### src/wd_pkg.sv
package wd_pkg;
    // register indices; byte address is four times the index
    localparam logic [7:0] IDX_CTRL  = 8'h31;
    localparam logic [7:0] IDX_CAUSE = 8'h3b;
    localparam logic [7:0] IDX_KEY   = 8'h3c;
    localparam logic [7:0] IDX_KICK  = 8'h3d;
    localparam int unsigned ADDR_W   = 8;

    // control/status field positions
    localparam int unsigned BIT_FLAG  = 7;
    localparam int unsigned BIT_IE    = 6;
    localparam int unsigned BIT_TS3   = 5;
    localparam int unsigned BIT_WDE   = 3;
    localparam int unsigned BIT_CAUSE = 3;
    localparam int unsigned BIT_KICK  = 0;

    // reset value, timeout select limit and protection key
    localparam logic [3:0] TSEL_RESET = 4'h0;
    localparam logic [3:0] TSEL_MAX   = 4'h9;
    localparam logic [7:0] KEY_VALUE  = 8'hd8;

    // one instruction per clock, so the key window is four clocks
    localparam int unsigned INSTR_PER_CLK     = 1;
    localparam int unsigned KEY_WINDOW_INSTR  = 4;
    localparam logic [2:0]  KEY_WINDOW_CYCLES =
        3'(KEY_WINDOW_INSTR * INSTR_PER_CLK);

    // oscillator cycle counts
    localparam int unsigned BASE_CYCLES = 2048;
    localparam int unsigned CNT_W       = 21;

    // bus responses
    localparam logic [1:0] RESP_OKAY   = 2'h0;
    localparam logic [1:0] RESP_SLVERR = 2'h2;
endpackage : wd_pkg

### src/wd_tick_counter.sv
// oscillator-domain tick counting, sampled on the system clock
module wd_tick_counter
    import wd_pkg::*;
#(
    parameter int unsigned BASE = BASE_CYCLES
) (
    // clock and reset
    input  wire logic       clk,
    input  wire logic       reset,
    // oscillator pin and control
    input  wire logic       osc_128k,
    input  wire logic       run,
    input  wire logic       clear,
    input  wire logic [3:0] tsel,
    // expiry
    output logic            timeout
);
    logic             osc_s1;
    logic             osc_s2;
    logic             osc_d;
    logic [CNT_W-1:0] count;

    // rising oscillator edge, read only after the second stage
    wire              tick = osc_s2 && !osc_d;
    wire [CNT_W-1:0]  last = CNT_W'((BASE << tsel) - 1);
    wire              hit  = tick && (count >= last);

    // two-stage synchroniser for the free-running oscillator
    always_ff @(posedge clk or posedge reset) begin
        if (reset) begin
            osc_s1 <= 1'b0;
            osc_s2 <= 1'b0;
            osc_d  <= 1'b0;
        end else begin
            osc_s1 <= osc_128k;
            osc_s2 <= osc_s1;
            osc_d  <= osc_s2;
        end
    end

    // >= rather than == so a shortened timeout mid-count still expires
    always_ff @(posedge clk or posedge reset) begin
        if (reset) begin
            count   <= '0;
            timeout <= 1'b0;
        end else begin
            timeout <= run && !clear && hit;
            if (clear || !run || hit) begin
                count <= '0;
            end else if (tick) begin
                count <= count + 1'b1;
            end
        end
    end
endmodule : wd_tick_counter

### src/watchdog_timer_config.sv
// watchdog control block with an AXI4-Lite register slave
//
// Added by the designer: the AXI4-Lite slave port.
module watchdog_timer_config
    import wd_pkg::*;
#(
    parameter int unsigned BASE = BASE_CYCLES
) (
    // clock and reset
    input  wire logic              clk,
    input  wire logic              reset,
    // fuse strap, high when programmed (safety level 2)
    input  wire logic              safety_level_fuse,
    // watchdog oscillator pin
    input  wire logic              osc_128k,
    // interrupt vector execution from the core
    input  wire logic              irq_ack,
    // watchdog outputs
    output logic                   wd_irq_request,
    output logic                   wd_reset_pulse,
    // axi4-lite write address
    input  wire logic [ADDR_W-1:0] s_axi_awaddr,
    input  wire logic              s_axi_awvalid,
    output logic                   s_axi_awready,
    // axi4-lite write data
    input  wire logic [31:0]       s_axi_wdata,
    input  wire logic [3:0]        s_axi_wstrb,
    input  wire logic              s_axi_wvalid,
    output logic                   s_axi_wready,
    // axi4-lite write response
    output logic [1:0]             s_axi_bresp,
    output logic                   s_axi_bvalid,
    input  wire logic              s_axi_bready,
    // axi4-lite read address
    input  wire logic [ADDR_W-1:0] s_axi_araddr,
    input  wire logic              s_axi_arvalid,
    output logic                   s_axi_arready,
    // axi4-lite read data
    output logic [31:0]            s_axi_rdata,
    output logic [1:0]             s_axi_rresp,
    output logic                   s_axi_rvalid,
    input  wire logic              s_axi_rready
);
    // fuse synchroniser
    logic       fuse_s1;
    logic       fuse_prog;
    // control/status state
    logic       wd_irq_flag;
    logic       wd_irq_enable;
    logic       wd_reset_enable;
    logic [3:0] timeout_select;
    logic       wd_reset_cause_flag;
    logic [2:0] key_window;
    logic       timeout;

    // the fuse is a strap pin; it passes two flops before use
    always_ff @(posedge clk or posedge reset) begin
        if (reset) begin
            fuse_s1   <= 1'b0;
            fuse_prog <= 1'b0;
        end else begin
            fuse_s1   <= safety_level_fuse;
            fuse_prog <= fuse_s1;
        end
    end

    // ---- write channel: address and data are taken in one edge
    wire       wr_go  = s_axi_awvalid && s_axi_wvalid && !s_axi_bvalid;
    wire [5:0] wr_idx = s_axi_awaddr[7:2];
    wire       lane0  = s_axi_wstrb[0];
    wire [7:0] wbyte  = s_axi_wdata[7:0];
    wire       aw_ctrl  = (wr_idx == IDX_CTRL[5:0]);
    wire       aw_cause = (wr_idx == IDX_CAUSE[5:0]);
    wire       aw_key   = (wr_idx == IDX_KEY[5:0]);
    wire       aw_kick  = (wr_idx == IDX_KICK[5:0]);
    wire       aw_hit   = aw_ctrl || aw_cause || aw_key || aw_kick;
    wire       wr_ctrl  = wr_go && lane0 && aw_ctrl;
    wire       wr_cause = wr_go && lane0 && aw_cause;
    wire       wr_key   = wr_go && lane0 && aw_key;
    wire       kick     = wr_go && lane0 && aw_kick && wbyte[BIT_KICK];

    assign s_axi_awready = wr_go;
    assign s_axi_wready  = wr_go;

    // response follows the taking edge by one cycle
    always_ff @(posedge clk or posedge reset) begin
        if (reset) begin
            s_axi_bvalid <= 1'b0;
            s_axi_bresp  <= RESP_OKAY;
        end else if (wr_go) begin
            s_axi_bvalid <= 1'b1;
            s_axi_bresp  <= aw_hit ? RESP_OKAY : RESP_SLVERR;
        end else if (s_axi_bready) begin
            s_axi_bvalid <= 1'b0;
        end
    end

    // ---- mode decode
    wire wde_eff  = fuse_prog || wd_reset_enable;
    wire irq_mode = !fuse_prog && wd_irq_enable;
    wire running  = wde_eff || wd_irq_enable;
    wire key_open = (key_window != 3'h0);
    wire pend     = wd_irq_flag && !irq_ack;

    // combined mode resets only when the earlier interrupt still waits
    wire to_irq = timeout && irq_mode && !(wde_eff && pend);
    wire to_rst = timeout && wde_eff
                  && (!irq_mode || pend);

    // ---- protected field decode for a control write
    wire [3:0] w_tsel   = {wbyte[BIT_TS3], wbyte[2:0]};
    wire       tsel_ok  = (w_tsel <= TSEL_MAX);
    // level 2 needs the key for the timeout; level 1 does not
    wire       tsel_may = tsel_ok && (!fuse_prog || key_open);
    // clearing reset enable needs the key and a clear cause flag
    wire       wde_drop = key_open && !wd_reset_cause_flag;
    wire       next_wde = wbyte[BIT_WDE]
                          || (wd_reset_enable && !wde_drop);

    // key window: four clocks after the key, closed by any control write
    always_ff @(posedge clk or posedge reset) begin
        if (reset) begin
            key_window <= 3'h0;
        end else if (wr_key) begin
            key_window <= (wbyte == KEY_VALUE) ? KEY_WINDOW_CYCLES
                                               : 3'h0;
        end else if (wr_ctrl || !key_open) begin
            key_window <= 3'h0;
        end else begin
            key_window <= key_window - 3'h1;
        end
    end

    // reset enable and timeout select; a watchdog reset re-arms
    always_ff @(posedge clk or posedge reset) begin
        if (reset) begin
            wd_reset_enable <= 1'b0;
            timeout_select  <= TSEL_RESET;
        end else if (wd_reset_pulse) begin
            wd_reset_enable <= 1'b1;
            timeout_select  <= TSEL_RESET;
        end else if (wr_ctrl) begin
            // under level 2 the written enable value is irrelevant
            wd_reset_enable <= fuse_prog ? wd_reset_enable : next_wde;
            if (tsel_may) begin
                timeout_select <= w_tsel;
            end
        end
    end

    // interrupt enable: the vector drops it in combined mode
    always_ff @(posedge clk or posedge reset) begin
        if (reset) begin
            wd_irq_enable <= 1'b0;
        end else if (wd_reset_pulse) begin
            wd_irq_enable <= 1'b0;
        end else if (wr_ctrl) begin
            wd_irq_enable <= wbyte[BIT_IE];
        end else if (irq_ack && wd_irq_flag && wde_eff) begin
            wd_irq_enable <= 1'b0;
        end
    end

    // interrupt flag: a time-out in the clearing cycle still sets it
    always_ff @(posedge clk or posedge reset) begin
        if (reset) begin
            wd_irq_flag <= 1'b0;
        end else if (to_irq) begin
            wd_irq_flag <= 1'b1;
        end else if (wd_reset_pulse) begin
            wd_irq_flag <= 1'b0;
        end else if (irq_ack || (wr_ctrl && wbyte[BIT_FLAG])) begin
            wd_irq_flag <= 1'b0;
        end
    end

    // cause flag: only a power-on reset or a written zero clears it
    always_ff @(posedge clk or posedge reset) begin
        if (reset) begin
            wd_reset_cause_flag <= 1'b0;
        end else if (wd_reset_pulse) begin
            wd_reset_cause_flag <= 1'b1;
        end else if (wr_cause && !wbyte[BIT_CAUSE]) begin
            wd_reset_cause_flag <= 1'b0;
        end
    end

    // one clock wide reset pulse per expiry that resets (not per interrupt expiry)
    always_ff @(posedge clk or posedge reset) begin
        if (reset) begin
            wd_reset_pulse <= 1'b0;
        end else begin
            wd_reset_pulse <= to_rst;
        end
    end

    // request is a level, so it may follow the two flops directly
    assign wd_irq_request = wd_irq_flag && wd_irq_enable;

    // counter cleared by kick, by stop and by its own reset pulse
    wd_tick_counter #(
        .BASE     (BASE)
    ) u_counter (
        .clk      (clk),
        .reset    (reset),
        .osc_128k (osc_128k),
        .run      (running),
        .clear    (kick || wd_reset_pulse),
        .tsel     (timeout_select),
        .timeout  (timeout)
    );

    // ---- read channel
    wire [5:0] rd_idx   = s_axi_araddr[7:2];
    wire       ar_ctrl  = (rd_idx == IDX_CTRL[5:0]);
    wire       ar_cause = (rd_idx == IDX_CAUSE[5:0]);
    wire       ar_zero  = (rd_idx == IDX_KEY[5:0])
                          || (rd_idx == IDX_KICK[5:0]);
    wire       ar_hit   = ar_ctrl || ar_cause || ar_zero;
    wire       ar_go    = s_axi_arvalid && !s_axi_rvalid;
    // bit four is reserved and always zero
    wire [7:0] ctrl_read  = {wd_irq_flag, wd_irq_enable,
                             timeout_select[3], 1'b0, wde_eff,
                             timeout_select[2:0]};
    wire [7:0] cause_read = {4'h0, wd_reset_cause_flag, 3'h0};
    wire [7:0] rd_byte    = ar_ctrl  ? ctrl_read
                          : ar_cause ? cause_read
                          : 8'h00;

    assign s_axi_arready = ar_go;

    // data is captured at the address edge and held until taken
    always_ff @(posedge clk or posedge reset) begin
        if (reset) begin
            s_axi_rvalid <= 1'b0;
            s_axi_rdata  <= 32'h0000_0000;
            s_axi_rresp  <= RESP_OKAY;
        end else if (ar_go) begin
            s_axi_rvalid <= 1'b1;
            s_axi_rdata  <= {24'h00_0000, rd_byte};
            s_axi_rresp  <= ar_hit ? RESP_OKAY : RESP_SLVERR;
        end else if (s_axi_rready) begin
            s_axi_rvalid <= 1'b0;
        end
    end
endmodule : watchdog_timer_config

### config.mk
export PLATFORM = sky130hd
export DESIGN_NAME = watchdog_timer_config
export DESIGN_NICKNAME = d
export VERILOG_FILES = /design/src/wd_pkg.sv /design/src/wd_tick_counter.sv /design/src/watchdog_timer_config.sv
export SDC_FILE = /design/constraint.sdc
export NUM_CORES = 1
export LEC_CHECK = 0
export ABC_AREA = 1
export BUFFER_PORTS_ARGS = -buffer_cell sky130_fd_sc_hd__buf_2
export CORE_MARGIN = 3
export CORE_UTILIZATION = 45
export CTS_BUF_LIST = sky130_fd_sc_hd__clkbuf_8
export DETAILED_ROUTE_END_ITERATION = 8
export MAX_ROUTING_LAYER = met4
export PLACE_DENSITY = 0.72
export SLEW_MARGIN = 5
export SYNTH_ARGS = -nofsm -noshare
export SYNTH_HDL_FRONTEND = slang
export SYNTH_HIERARCHICAL = 1
export SYNTH_SLANG_ARGS = --single-unit
### constraint.sdc
create_clock -name clk -period 3.5 [get_ports clk]
set_input_delay 0 -clock clk [delete_from_list [all_inputs] [get_ports clk]]
set_output_delay 0 -clock clk [all_outputs]
set_load 0.03 [all_outputs]
After elaboration in Yosys (flattened, before gate mapping)
Cells that the tools add are included.
{ "totals": {"ff_bits": 53, "latch_bits": 0, "ramBits": 0, "mem_bits_ro": 0, "input_bits": 62, "output_inout_bits": 43, "word_cells": 130, "memories": 0} }
{ "op_classes": {"n_addsub": 3, "multipliers": 0, "div_mod_pow": 0, "n_lt_le_gt_ge": 2, "n_eq_ne": 10, "shifts": 1, "n_mux": 27, "bitwise": 0, "reduce_logical": 68} }
{ "op_table": {"columns": ["operator", "count"], "rows": [
  ["$eq A6 B6 Y1 const B", 8],
  ["$mux W21", 2],
  ["$logic_and A1 B1 Y1", 28],
  ["$add A21 B1 Y21 const B", 1],
  ["$ge A21 B21 Y1", 1],
  ["$shl A12 B4 Y21 const A", 1],
  ["$sub A21 B1 Y21 const B", 1],
  ["$logic_or A1 B1 Y1", 16],
  ["$mux W4", 4],
  ["$mux W1", 15],
  ["$logic_not A1 Y1", 13],
  ["$reduce_bool A2 Y1", 6],
  ["$mux W3", 3],
  ["$reduce_bool A3 Y1", 3],
  ["$eq A8 B8 Y1 const B", 1],
  ["$mux W8", 1],
  ["$le A4 B4 Y1 const B", 1],
  ["$mux W2", 2],
  ["$reduce_and A2 Y1", 2],
  ["$sub A3 B1 Y3 const B", 1],
  ["$ne A2 B2 Y1 const B", 1]
]} }

Longest topological paths before layout
Gate-level depths: netlist of the first run.
{ "depth": {"depth_word": 9, "ltp_mapped": 19, "mapped_depth_nobuf": 18} }

Cells and area by module
The synthesis of the first run kept the hierarchy.
{ "by_module_without_submodules": {"columns": ["mod", "n_inst", "cells_per_inst", "area_each_um2", "seq_area_each_um2"], "rows": [
  ["wd_tick_counter", 1, 226, 1636.6, 625.6],
  ["watchdog_timer_config", 1, 203, 1571.5, 625.6]
]} }

Worst setup path after synthesis of the first run
No wires, ideal clock.
{ "synth_path": {"path_type": "register -> register", "start": "reg timeout_select[2]", "end": "reg u_counter.count[3]", "setup_ns": 0.120, "t_arrival_ns": 2.342, "required_time_ns": 3.380, "path_slack_ns": 1.038, "path_stages_with_launch": 19, "n_path_buf": 1, "period_less_slack_ns": 2.462, "cell_sequence": "dfrtp_1 -> nor2_1 -> nand2_1 -> nor2_1 -> inv_1 -> ha_1 -> nand2_1 -> nor2_1 -> xnor2_1 -> ha_1 -> nand2_1 -> nor2_1 -> a21boi_0 -> nor2_1 -> nand2_1 -> nand2_2 -> nand2_4 -> buf_6 -> nor2_1"} }
{ "synth_via": {"elab_chain_len": 6, "elab_cells_between_ends": 7, "cone_classes": "1 x add/sub; 1 x order compare; 1 x shift; 1 x mux; 3 x reduce/logical"} }
{ "synth_rtl": {"columns": ["element", "line", "rtl"], "rows": [
  ["start, declared", "watchdog_timer_config.sv:51", "logic [3:0] timeout_select;"],
  ["start signal, assigned", "watchdog_timer_config.sv:146", "timeout_select <= w_tsel;"],
  ["$shl A12 B4 Y21 *", "wd_tick_counter.sv:25", "wire [CNT_W-1:0] last = CNT_W'((BASE << tsel) - 1);"],
  ["$sub A21 B1 Y21 *", "wd_tick_counter.sv:25", null],
  ["$ge A21 B21 Y1 *", "wd_tick_counter.sv:26", "wire hit = tick && (count >= last);"],
  ["$logic_and A1 B1 Y1 *", "wd_tick_counter.sv:26", null],
  ["$logic_or A1 B1 Y1 *", "wd_tick_counter.sv:48", "if (clear || !run || hit) begin"],
  ["$mux W21 or $reduce_bool A2 Y1 (tied branches)", null, null],
  ["end signal, assigned", "wd_tick_counter.sv:51", "count <= count + 1'b1;"],
  ["end, declared", "wd_tick_counter.sv:21", "logic [CNT_W-1:0] count;"]
]} }
Mark *: on every way between the ends. The rest lies on a longest branch, timed or not.
A chain may end at the register's enable or synchronous reset.

Final worst setup path of the first run
{ "layout_path": {"start": "reg timeout_select[2]", "end": "reg u_counter.count[18]"} }
The elaborated chain is that of the path after synthesis.

==> impl_metrics.ini, run 1 <==
[status]
status = finished, final reports clean

[worst_setup_path]
crit_slowest_cell = dfrtp_1
critPathMaxStageDelay_ns = 0.47
required_ns = 3.69
startpoint_type = flop
end_kind = flop
cp_num_buf_inv = 1
critPathKind = reg -> reg
critPathArrivalTime_ns = 3.04
crit_family = simple AND/OR/NAND/NOR gates
crit_path_cell_trace = nor2_1, nand2_1, nor2_1, inv_1, ha_1, nand2_1, nor2_1, xnor2_1, ha_1, nand2_1, nor2_1, a21boi_0, nor2_1, nand2_1, nand2_2, nand2_4, nor2_1
crit_fanout = 19
crit_top_cell = nor2_1

[logic_synthesis]
synth_ff_type = dfrtp_1
synth_common_cells = nand2_1, nor2_1, inv_1
syn_area_per_cell_um2 = 7.478
synth-seq-cells = 50
async_reset_ff_frac = 1.000
yosysSeqAreaShare = 0.3900
syn_area_um2 = 3208
synth_cell_types = 31
synth_area_leaders = dfrtp_1, nand2_1, nor2_1
synth_edf_count = 0
yosys_warnings = 6
syn_inst = 429
synth_most_common_cell = nand2_1
synth_top_area_share = 0.3900
synth.largest_area_cell = dfrtp_1

[detailed_routing]
drt-initial-drc-count = 127
wl_met2_um = 3021
drtAntennaViolNets = 0
routed.top_layer = met4
drc = 0
drtPass1Iterations = 4
vias = 2724
drt-total-wl_um = 6254
post_drt_wl_per_cell_um = 10.69
wl_met3_um = 282
viasPerCell = 4.656
wl_met1_um = 2878

[power]
p_comb_frac = 0.220
p_sw_mw = 0.4360
vdd_ir_drop_max_uv = 253.5
p_int_mw = 0.9504
pwr-share-clk = 0.294
seq_power_share = 0.486
power.density_nw_per_um2 = 381.6
power.leakage_nw = 1.920
swShare = 0.3145

[sta]
setup_violations = 0
hold_viol_final = 0
drv_slew = 0
clock.fmax_mhz = 351.1
slew-limit-headroom = 0.3715
period_share = 0.8138
fin_skew_ns = 0.009660
tightest_slew_ns = 0.9418
rsz0062_at_grt = false
timing.hold.ws_ns = 0.0004019
period_minus_slack_ns = 2.848
tns_ns = 0

[clocking]
insertion_delay_ns = 0.30
cts.clk_slew.worst_paths_ns = 0.09
numCtsBuffers = 5
cts_root_buffer = clkbuf_8
cts_tree = done
cts.sinks = 50
cts_buffer_depth = 2
post_cts_resized = 0
htreeDepth = 2

[placement]
gp_congestion = 0.8304
placed_area_um2 = 3423
dp_hpwl_um = 4769
io_buffers = 46
dp.cells = 567

[layout]
stdcell_area_um2 = 3633
final_cells = 585
nets = 564
multi_input_area_um2 = 1589
n_fill_cell = 667
drive_above_1_share = 0.1595
area_delta_synth_final_pct = 13.26
antenna_cells = 0
seq_area_um2 = 1251

[die]
start_util = 0.4670
fp.dieArea_um2 = 8178
io_pins = 105
rows = 30
core_area_um2 = 6869
fp.dieW_um = 90.44
die_y_um = 90.44

[global_route]
grt.total_usage = 0.1656
antenna_found_initial = 0
gr-total-overflow = 0
grt_first_pass_wirelength_um = 11180
grt_pass1_vias = 2611
grt_max_degree = 26

[flow_run]
maxCapViolations = 0

[hold_path]
hold_path_class = in -> reg
## worst reg2reg max path, cell delays in order (launching register included)
cell,delay (ns)
dfrtp_1,0.47
nor2_1,0.22
nand2_1,0.12
nor2_1,0.15
inv_1,0.06
ha_1,0.20
nand2_1,0.08
nor2_1,0.05
xnor2_1,0.12
ha_1,0.27
nand2_1,0.04
nor2_1,0.18
a21boi_0,0.25
nor2_1,0.07
nand2_1,0.08
nand2_2,0.09
nand2_4,0.20
nor2_1,0.08
## power by group through the flow
stage | Clock, mW | Combinational [mW] | Sequential [mW]
2_1_floorplan | 0 | 0.247 | 0.691
3_3_place_gp | 0 | 0.292 | 0.683
3_5_place_dp | 0 | 0.300 | 0.685
4_1_cts | 0.416 | 0.309 | 0.675
5_1_grt | 0.436 | 0.357 | 0.682
6_report | 0.407 | 0.305 | 0.674
## layer usage
layer	global-route usage	up-vias
li1	-	1424
met1	0.2090	1227
met2	0.2794	67
met3	0.02833	6
met4	0.03827	0
met5	-	-
## sequential cells by signal, indices dropped and copies added (netlist names)
register and count:
wd_reset_enable 1, u_counter/count 21, s_axi_rdata 7, u_counter/osc_s2 1, wd_irq_enable 1, s_axi_rvalid 1, u_counter/osc_d 1, key_window 3
wd_reset_pulse 1, s_axi_rresp 1, fuse_s1 1, u_counter/osc_s1 1, wd_irq_flag 1, timeout_select 4, s_axi_bvalid 1, fuse_prog 1
u_counter/timeout 1, wd_reset_cause_flag 1, s_axi_bresp 1
## cell usage in the layout, fill, tap and decap left out, types with 8 or more instances in the layout
cell type	instances
nor2_1	58
ha_1	14
xor2_1	8
conb_1	27
buf_2	46
o21ai_0	12
dlygate4sd3_1	10
nand2_1	98
nor3_1	12
inv_1	56
dfrtp_1	50
nand4_1	9
nand3_1	37
## kinds of logic (layout without fill, tap and decap cells)
family	count (synthesis)	in the layout	synth area share
buf+inv	92	126	0.1451
flops	50	50	0.3900
simple gates	232	232	0.3241
xor+xnor	14	14	0.03822
other cells	1	27	0.001169
compound gates	26	26	0.04681
fa+ha+maj	14	14	0.05460
## timing repair
item,CTS,global route
setup buffers,0,0
hold buffers,10,0
endpoints found under the hold margin,59,0
## cell type report
type / instances / share of cell area
multi-input cells: 313 / 0.4373
flip-flops and latches: 50 / 0.3444
repair buffers: 56 / 0.09091
inverters: 62 / 0.06405
well taps: 96 / 0.03306
clock buffers: 5 / 0.01894
clock inverters: 3 / 0.01136
## path summary, 6_finish.rpt
| check | end | from | cells after the start | slack, ns |
|---|---|---|---|---|
| min in group asynchronous | u_counter/osc_s2 | reset | 3 | 0.44 |
| max reg2reg | u_counter/count[18] | timeout_select[2] | 17 | 0.65 |
| max in group asynchronous | wd_reset_pulse | reset | 3 | 2.47 |
| min | wd_irq_enable | irq_ack | 4 | 0.0004 |
| max | u_counter/count[18] | timeout_select[2] | 17 | 0.65 |
| min reg2reg | fuse_prog | fuse_s1 | 0 | 0.37 |
## stage by stage
step           setup slack (ns)  utilization  power [mW]
2_1_floorplan             1.038            -      0.9382
3_3_place_gp             0.7493       0.4984      0.9751
3_5_place_dp             0.7013       0.4984      0.9849
4_1_cts                  0.6863       0.5290       1.400
5_1_grt                  0.4092       0.5290       1.475
6_report                 0.6517       0.5290       1.386
Note: power is estimated with default switching activity, not from simulation.
==> inputs of run 2 (changes only) <==
==> constraint.sdc (replaced) <==
create_clock -name clk -period 2.8 [get_ports clk]
set_input_delay 0 -clock clk [delete_from_list [all_inputs] [get_ports clk]]
set_output_delay 0 -clock clk [all_outputs]
set_load 0.03 [all_outputs]
==> impl_metrics.ini, run 2 (same netlist as run 1, synthesis figures left out) <==
[placement]
gp_congestion = 0.8254
placed_area_um2 = 3446
dp_slack_ns = 0.1153
io_buffers = 46
dp_hpwl_um = 4843

[layout]
largest_reg_flops = 21
antenna_cells = 0
top_regs = u_counter/count (21), s_axi_rdata (7), timeout_select (4)
regMostFlops = u_counter/count
final_core_util = 0.5361
n_fill_cell = 670
stdcell_area_um2 = 3682
final_cell_mix = nand2_1, nor2_1, inv_1
drive_above_1_share = 0.1704
area_delta_synth_final_pct = 14.78
layout_commonest_cell = nand2_1
nets = 568

[worst_setup_path]
crit_slowest_cell = dfrtp_1
end_kind = flop
startpoint_type = flop
critPathArrivalTime_ns = 2.75
endpoint = u_counter/count[8]
timing.rr.end = u_counter/count[8]
required_ns = 3.00
reg2reg_slack_ns = 0.25
ff2ff_path_depth = 17
crit_path_cell_trace = nor2_2, nand2_1, nor2_1, inv_1, ha_1, nand2_1, nor2_1, xnor2_1, ha_1, nand2_1, nor2_2, a21boi_1, nor2_1, nand2_1, nand2_2, nand2_8, nor2_1
crit_fanout = 19
critPathKind = reg -> reg
r2r-start = timeout_select[2]
critPathMaxStageDelay_ns = 0.40
startpoint = timeout_select[2]

[clocking]
insertion_delay_ns = 0.31
htreeDepth = 2
cts_buffer_depth = 2
cts.clk_slew.worst_paths_ns = 0.09
cts.sinks = 50
cts_tree = done
cts_root_buffer = clkbuf_8
postCtsSetupRepairBufs = 0
numCtsBuffers = 5

[sta]
rsz0062_at_grt = false
tns_ns = 0
setup_violations = 0
worst_slack_ns = 0.2531
drv_slew = 0
hold_viol_final = 0
period_minus_slack_ns = 2.547
clock.fmax_mhz = 392.6
period_share = 0.9096
tightest_slew_ns = 0.9427
slew-limit-headroom = 0.3708
fin_skew_ns = 0.004898

[detailed_routing]
post_drt_wl_per_cell_um = 10.54
drtAntennaViolNets = 0
viasPerCell = 4.628
drtPass1Iterations = 4
vias = 2726
drt-total-wl_um = 6206
drt-initial-drc-count = 89
drc = 0

[power]
vdd_ir_drop_max_uv = 304.8
power.leakage_nw = 1.949
power.density_nw_per_um2 = 474.4

[status]
status = finished, final reports clean

[die]
rows = 30
fp.dieW_um = 90.44
start_util = 0.4670
die_y_um = 90.44
core_area_um2 = 6869
io_pins = 105
fp.dieArea_um2 = 8178

[hold_path]
hold_path_class = in -> reg

[global_route]
grt_pass1_vias = 2625
grt_first_pass_wirelength_um = 11210
gr-total-overflow = 0
grt.total_usage = 0.1683
grt_max_degree = 26
antenna_found_initial = 0

[flow_run]
maxCapViolations = 0
## run 2: what timing repair did
item | 4_1_cts | 5_1_grt
endpoints found under the hold margin | 59 | 0
hold buffers | 11 | 0
resized for setup | 0 | 4
endpoints found under the setup margin | 0 | 21
## run 2: area by class of cell
class,count,area [um^2],share of cell area
Multi-Input combinational cell,313,1603,0.4353
Tap cell,96,120.1,0.03262
Clock inverter,3,43.79,0.01189
Timing Repair Buffer,60,362.8,0.09854
Inverter,62,232.7,0.06320
Sequential cell,50,1251,0.3398
Clock buffer,5,68.82,0.01869
## run 2: critical path: cells and delay by family (launching register included)
family | cells | cell delay [ns]
adder cells (fa/ha/maj) | 2 | 0.47
AND/OR/NAND/NOR | 12 | 1.16
buffers and inverters | 1 | 0.06
XOR/XNOR | 1 | 0.12
flip-flops | 1 | 0.40
AO/OA/AOI/OAI | 1 | 0.21
## run 2: worst min path at each step
| stage | cells past startpoint | to | start |
|---|---|---|---|
| after detailed placement | 1 | u_counter/osc_s1 | osc_128k |
| final | 4 | wd_irq_flag | irq_ack |
| after global routing | 4 | wd_irq_flag | irq_ack |
| after CTS | 4 | wd_irq_flag | irq_ack |
| after global placement | 1 | u_counter/osc_s1 | osc_128k |
| after floorplan | 1 | fuse_prog | reset |
## run 2: metrics by stage
stage               power (mW)  instances  hold WS [ns]
floorplan                1.173        455       0.02732
global placement         1.221        570        0.1082
detailed placement       1.236        570        0.1099
CTS                      1.768        589      0.005877
global route             1.878        589       0.01394
finish                   1.747        589       0.01217
## run 2: power breakdown
group | internal, mW | switching [mW]
Clock | 0.268 | 0.247
Sequential | 0.791 | 0.0504
Combinational | 0.137 | 0.254
## run 2: layer usage
layer	GRT usage	wire (um)
met1	0.2048	2807
met2	0.2838	3064
met3	0.03167	260
met4	0.05357	74
met5	-	0
==> inputs of run 3 (changes only) <==
--- a/config.mk
+++ b/config.mk
@@ -11,10 +11,10 @@
 export CORE_UTILIZATION = 45
 export CTS_BUF_LIST = sky130_fd_sc_hd__clkbuf_8
 export DETAILED_ROUTE_END_ITERATION = 8
+export GPL_ROUTABILITY_DRIVEN = 0
 export MAX_ROUTING_LAYER = met4
-export PLACE_DENSITY = 0.72
+export PLACE_DENSITY = 0.71
 export SLEW_MARGIN = 5
 export SYNTH_ARGS = -nofsm -noshare
 export SYNTH_HDL_FRONTEND = slang
-export SYNTH_HIERARCHICAL = 1
 export SYNTH_SLANG_ARGS = --single-unit
==> impl_metrics.ini, run 3 <==
[detailed_routing]
drtPass1Iterations = 5
routed.top_layer = met4
drt-initial-drc-count = 130
vias = 3086
post_drt_wl_per_cell_um = 11.37
viasPerCell = 4.845
wl_met1_um = 3182
wl_met3_um = 310
drtAntennaViolNets = 0
drt-total-wl_um = 7245
wl_met2_um = 3662
drc = 0

[sta]
period_share = 0.9221
drv_slew = 0
setup_violations = 0
slew-limit-headroom = 0.3208
tightest_slew_ns = 1.017
period_minus_slack_ns = 2.582
hold_viol_final = 0
timing.hold.ws_ns = 0.01242
clock.fmax_mhz = 387.3
tns_ns = 0
rsz0062_at_grt = true
worst_slack_ns = 0.2182
fin_skew_ns = 0.01519

[logic_synthesis]
yosys_warnings = 0
synth_ff_type = dfrtp_1
synth-seq-cells = 50
synth_most_common_cell = nand2_1
async_reset_ff_frac = 1.000
synth_edf_count = 0
syn_inst = 472
yosysSeqAreaShare = 0.3658
synth.largest_area_cell = dfrtp_1
syn_area_um2 = 3421
synth_top_area_share = 0.3658
syn_area_per_cell_um2 = 7.247
synth_common_cells = nand2_1, inv_1, dfrtp_1, nor2_1, nand3_1
synth_cell_types = 38
synth_area_leaders = dfrtp_1, nand2_1, buf_4

[power]
power.leakage_nw = 2.035
total_power_mw = 1.731
vdd_ir_drop_max_uv = 253.7
power.density_nw_per_um2 = 440.8

[worst_setup_path]
cp_num_buf_inv = 2
startpoint_type = flop
crit_path_cell_trace = nor2_2, nand2_1, nor2_2, inv_1, ha_1, inv_1, a21oi_1, xnor2_1, ha_1, nand2_1, nor2_2, nand2_1, nor2_2, nand2_1, nand2_2, nor2_4, o21ai_4, nor2_1
crit_family = simple AND/OR/NAND/NOR gates
required_ns = 3.00
critPathKind = reg -> reg
crit_slowest_cell = dfrtp_1
end_kind = flop
critPathArrivalTime_ns = 2.79
crit_fanout = 8
critPathMaxStageDelay_ns = 0.40

[die]
die_y_um = 93.19
io_pins = 105
fp.dieW_um = 93.19
fp.dieArea_um2 = 8683
core_area_um2 = 7331
start_util = 0.4666
rows = 31

[clocking]
cts_buffer_depth = 2
cts_root_buffer = clkbuf_8
insertion_delay_ns = 0.32
cts.sinks = 50
cts.clk_slew.worst_paths_ns = 0.11
numCtsBuffers = 5
htreeDepth = 2
cts_tree = done

[global_route]
grt_max_degree = 51
grt_pass1_vias = 2773
grt.total_usage = 0.1789
gr-total-overflow = 0
antenna_found_initial = 0
grt_first_pass_wirelength_um = 12320

[layout]
nets = 613
largest_reg_flops = 21
stdcell_area_um2 = 3926
area_delta_synth_final_pct = 14.78
drive_above_1_share = 0.1877
final_core_util = 0.5356
antenna_cells = 0
final_cell_mix = nand2_1, inv_1, dfrtp_1
final_cells = 637
regMostFlops = u_counter.count
top_regs = u_counter.count (21), s_axi_rdata (7), timeout_select (4)
layout_commonest_cell = nand2_1

[hold_path]
hold_path_class = in -> reg

[flow_run]
maxCapViolations = 0

[placement]
placed_area_um2 = 3657
dp_slack_ns = 0.1714
io_buffers = 46
dp.cells = 614
dp_hpwl_um = 5368

[status]
status = finished, final reports clean
-- run 3: changes by cell type in the layout (fill, tap and decap cells not counted), moves of 5 or more --
cell	delta
buf_4	+6
inv_1	-5
inv_2	+5
nand2_1	+40
nand3_1	-7
nand4_1	+9
nor2_1	-11
nor3_1	-8
o21ai_0	-6
o21ai_1	+5
o31ai_1	+5
-- run 3: per-layer routing --
layer | global-route usage | up-vias
met3 | 0.02414 | 7
li1 | - | 1573
met1 | 0.2209 | 1430
met2 | 0.3077 | 76
met5 | - | -
met4 | 0.05128 | 0
-- run 3: cells by family after synthesis --
kind of cell / count (synthesis) / synth area share
XOR/XNOR: 11 / 0.02817
flip-flops: 50 / 0.3658
AND/OR/NAND/NOR: 261 / 0.3409
adder cells (fa/ha/maj): 14 / 0.05121
AO/OA/AOI/OAI: 33 / 0.06218
buffers and inverters: 102 / 0.1507
other: 1 / 0.001096
-- run 3: area by class of cell --
class / count / area, um^2
fill: 703 / 3405
multi-input combinational: 346 / 1767
sequential: 50 / 1252
timing repair buffer: 68 / 437.9
inverter: 66 / 247.7
tap: 99 / 123.9
clock buffer: 5 / 68.82
clock inverter: 3 / 28.78
-- run 3: report_power, final --
| group | total (mW) | internal [mW] | switching [mW] | leakage, nW |
|---|---|---|---|---|
| clock | 0.466 | 0.187 | 0.278 | 0.0506 |
| combinational | 0.420 | 0.146 | 0.273 | 1.33 |
| sequential | 0.846 | 0.791 | 0.0550 | 0.653 |
-- run 3: path summary, 6_finish.rpt --
path	start	to	slack, ns	cells past startpoint
setup / recovery	timeout_select[1]	u_counter.count[3]	0.22	18
hold / removal	s_axi_wdata[7]	wd_irq_flag	0.01	4
setup reg to reg	timeout_select[1]	u_counter.count[3]	0.22	18
hold reg to reg	fuse_s1	fuse_prog	0.36	0
max in group asynchronous	reset	timeout_select[3]	1.66	3
min in group asynchronous	reset	key_window[2]	0.47	3
-- run 3: repair_timing --
| item | in CTS | in global routing |
|---|---|---|
| setup buffers | 0 | 3 |
| hold endpoints to repair | 64 | 0 |
| hold buffers | 12 | 0 |
| endpoints found under the setup margin | 0 | 22 |
| gates resized for setup | 0 | 8 |
-- run 3: tightest hold or removal path, delay by kind of cell --
kind / cells / cell delay (ns)
and+or+nand+nor: 1 / 0.05
buffers and inverters: 2 / 0.16
AOI/OAI and AO/OA: 1 / 0.10
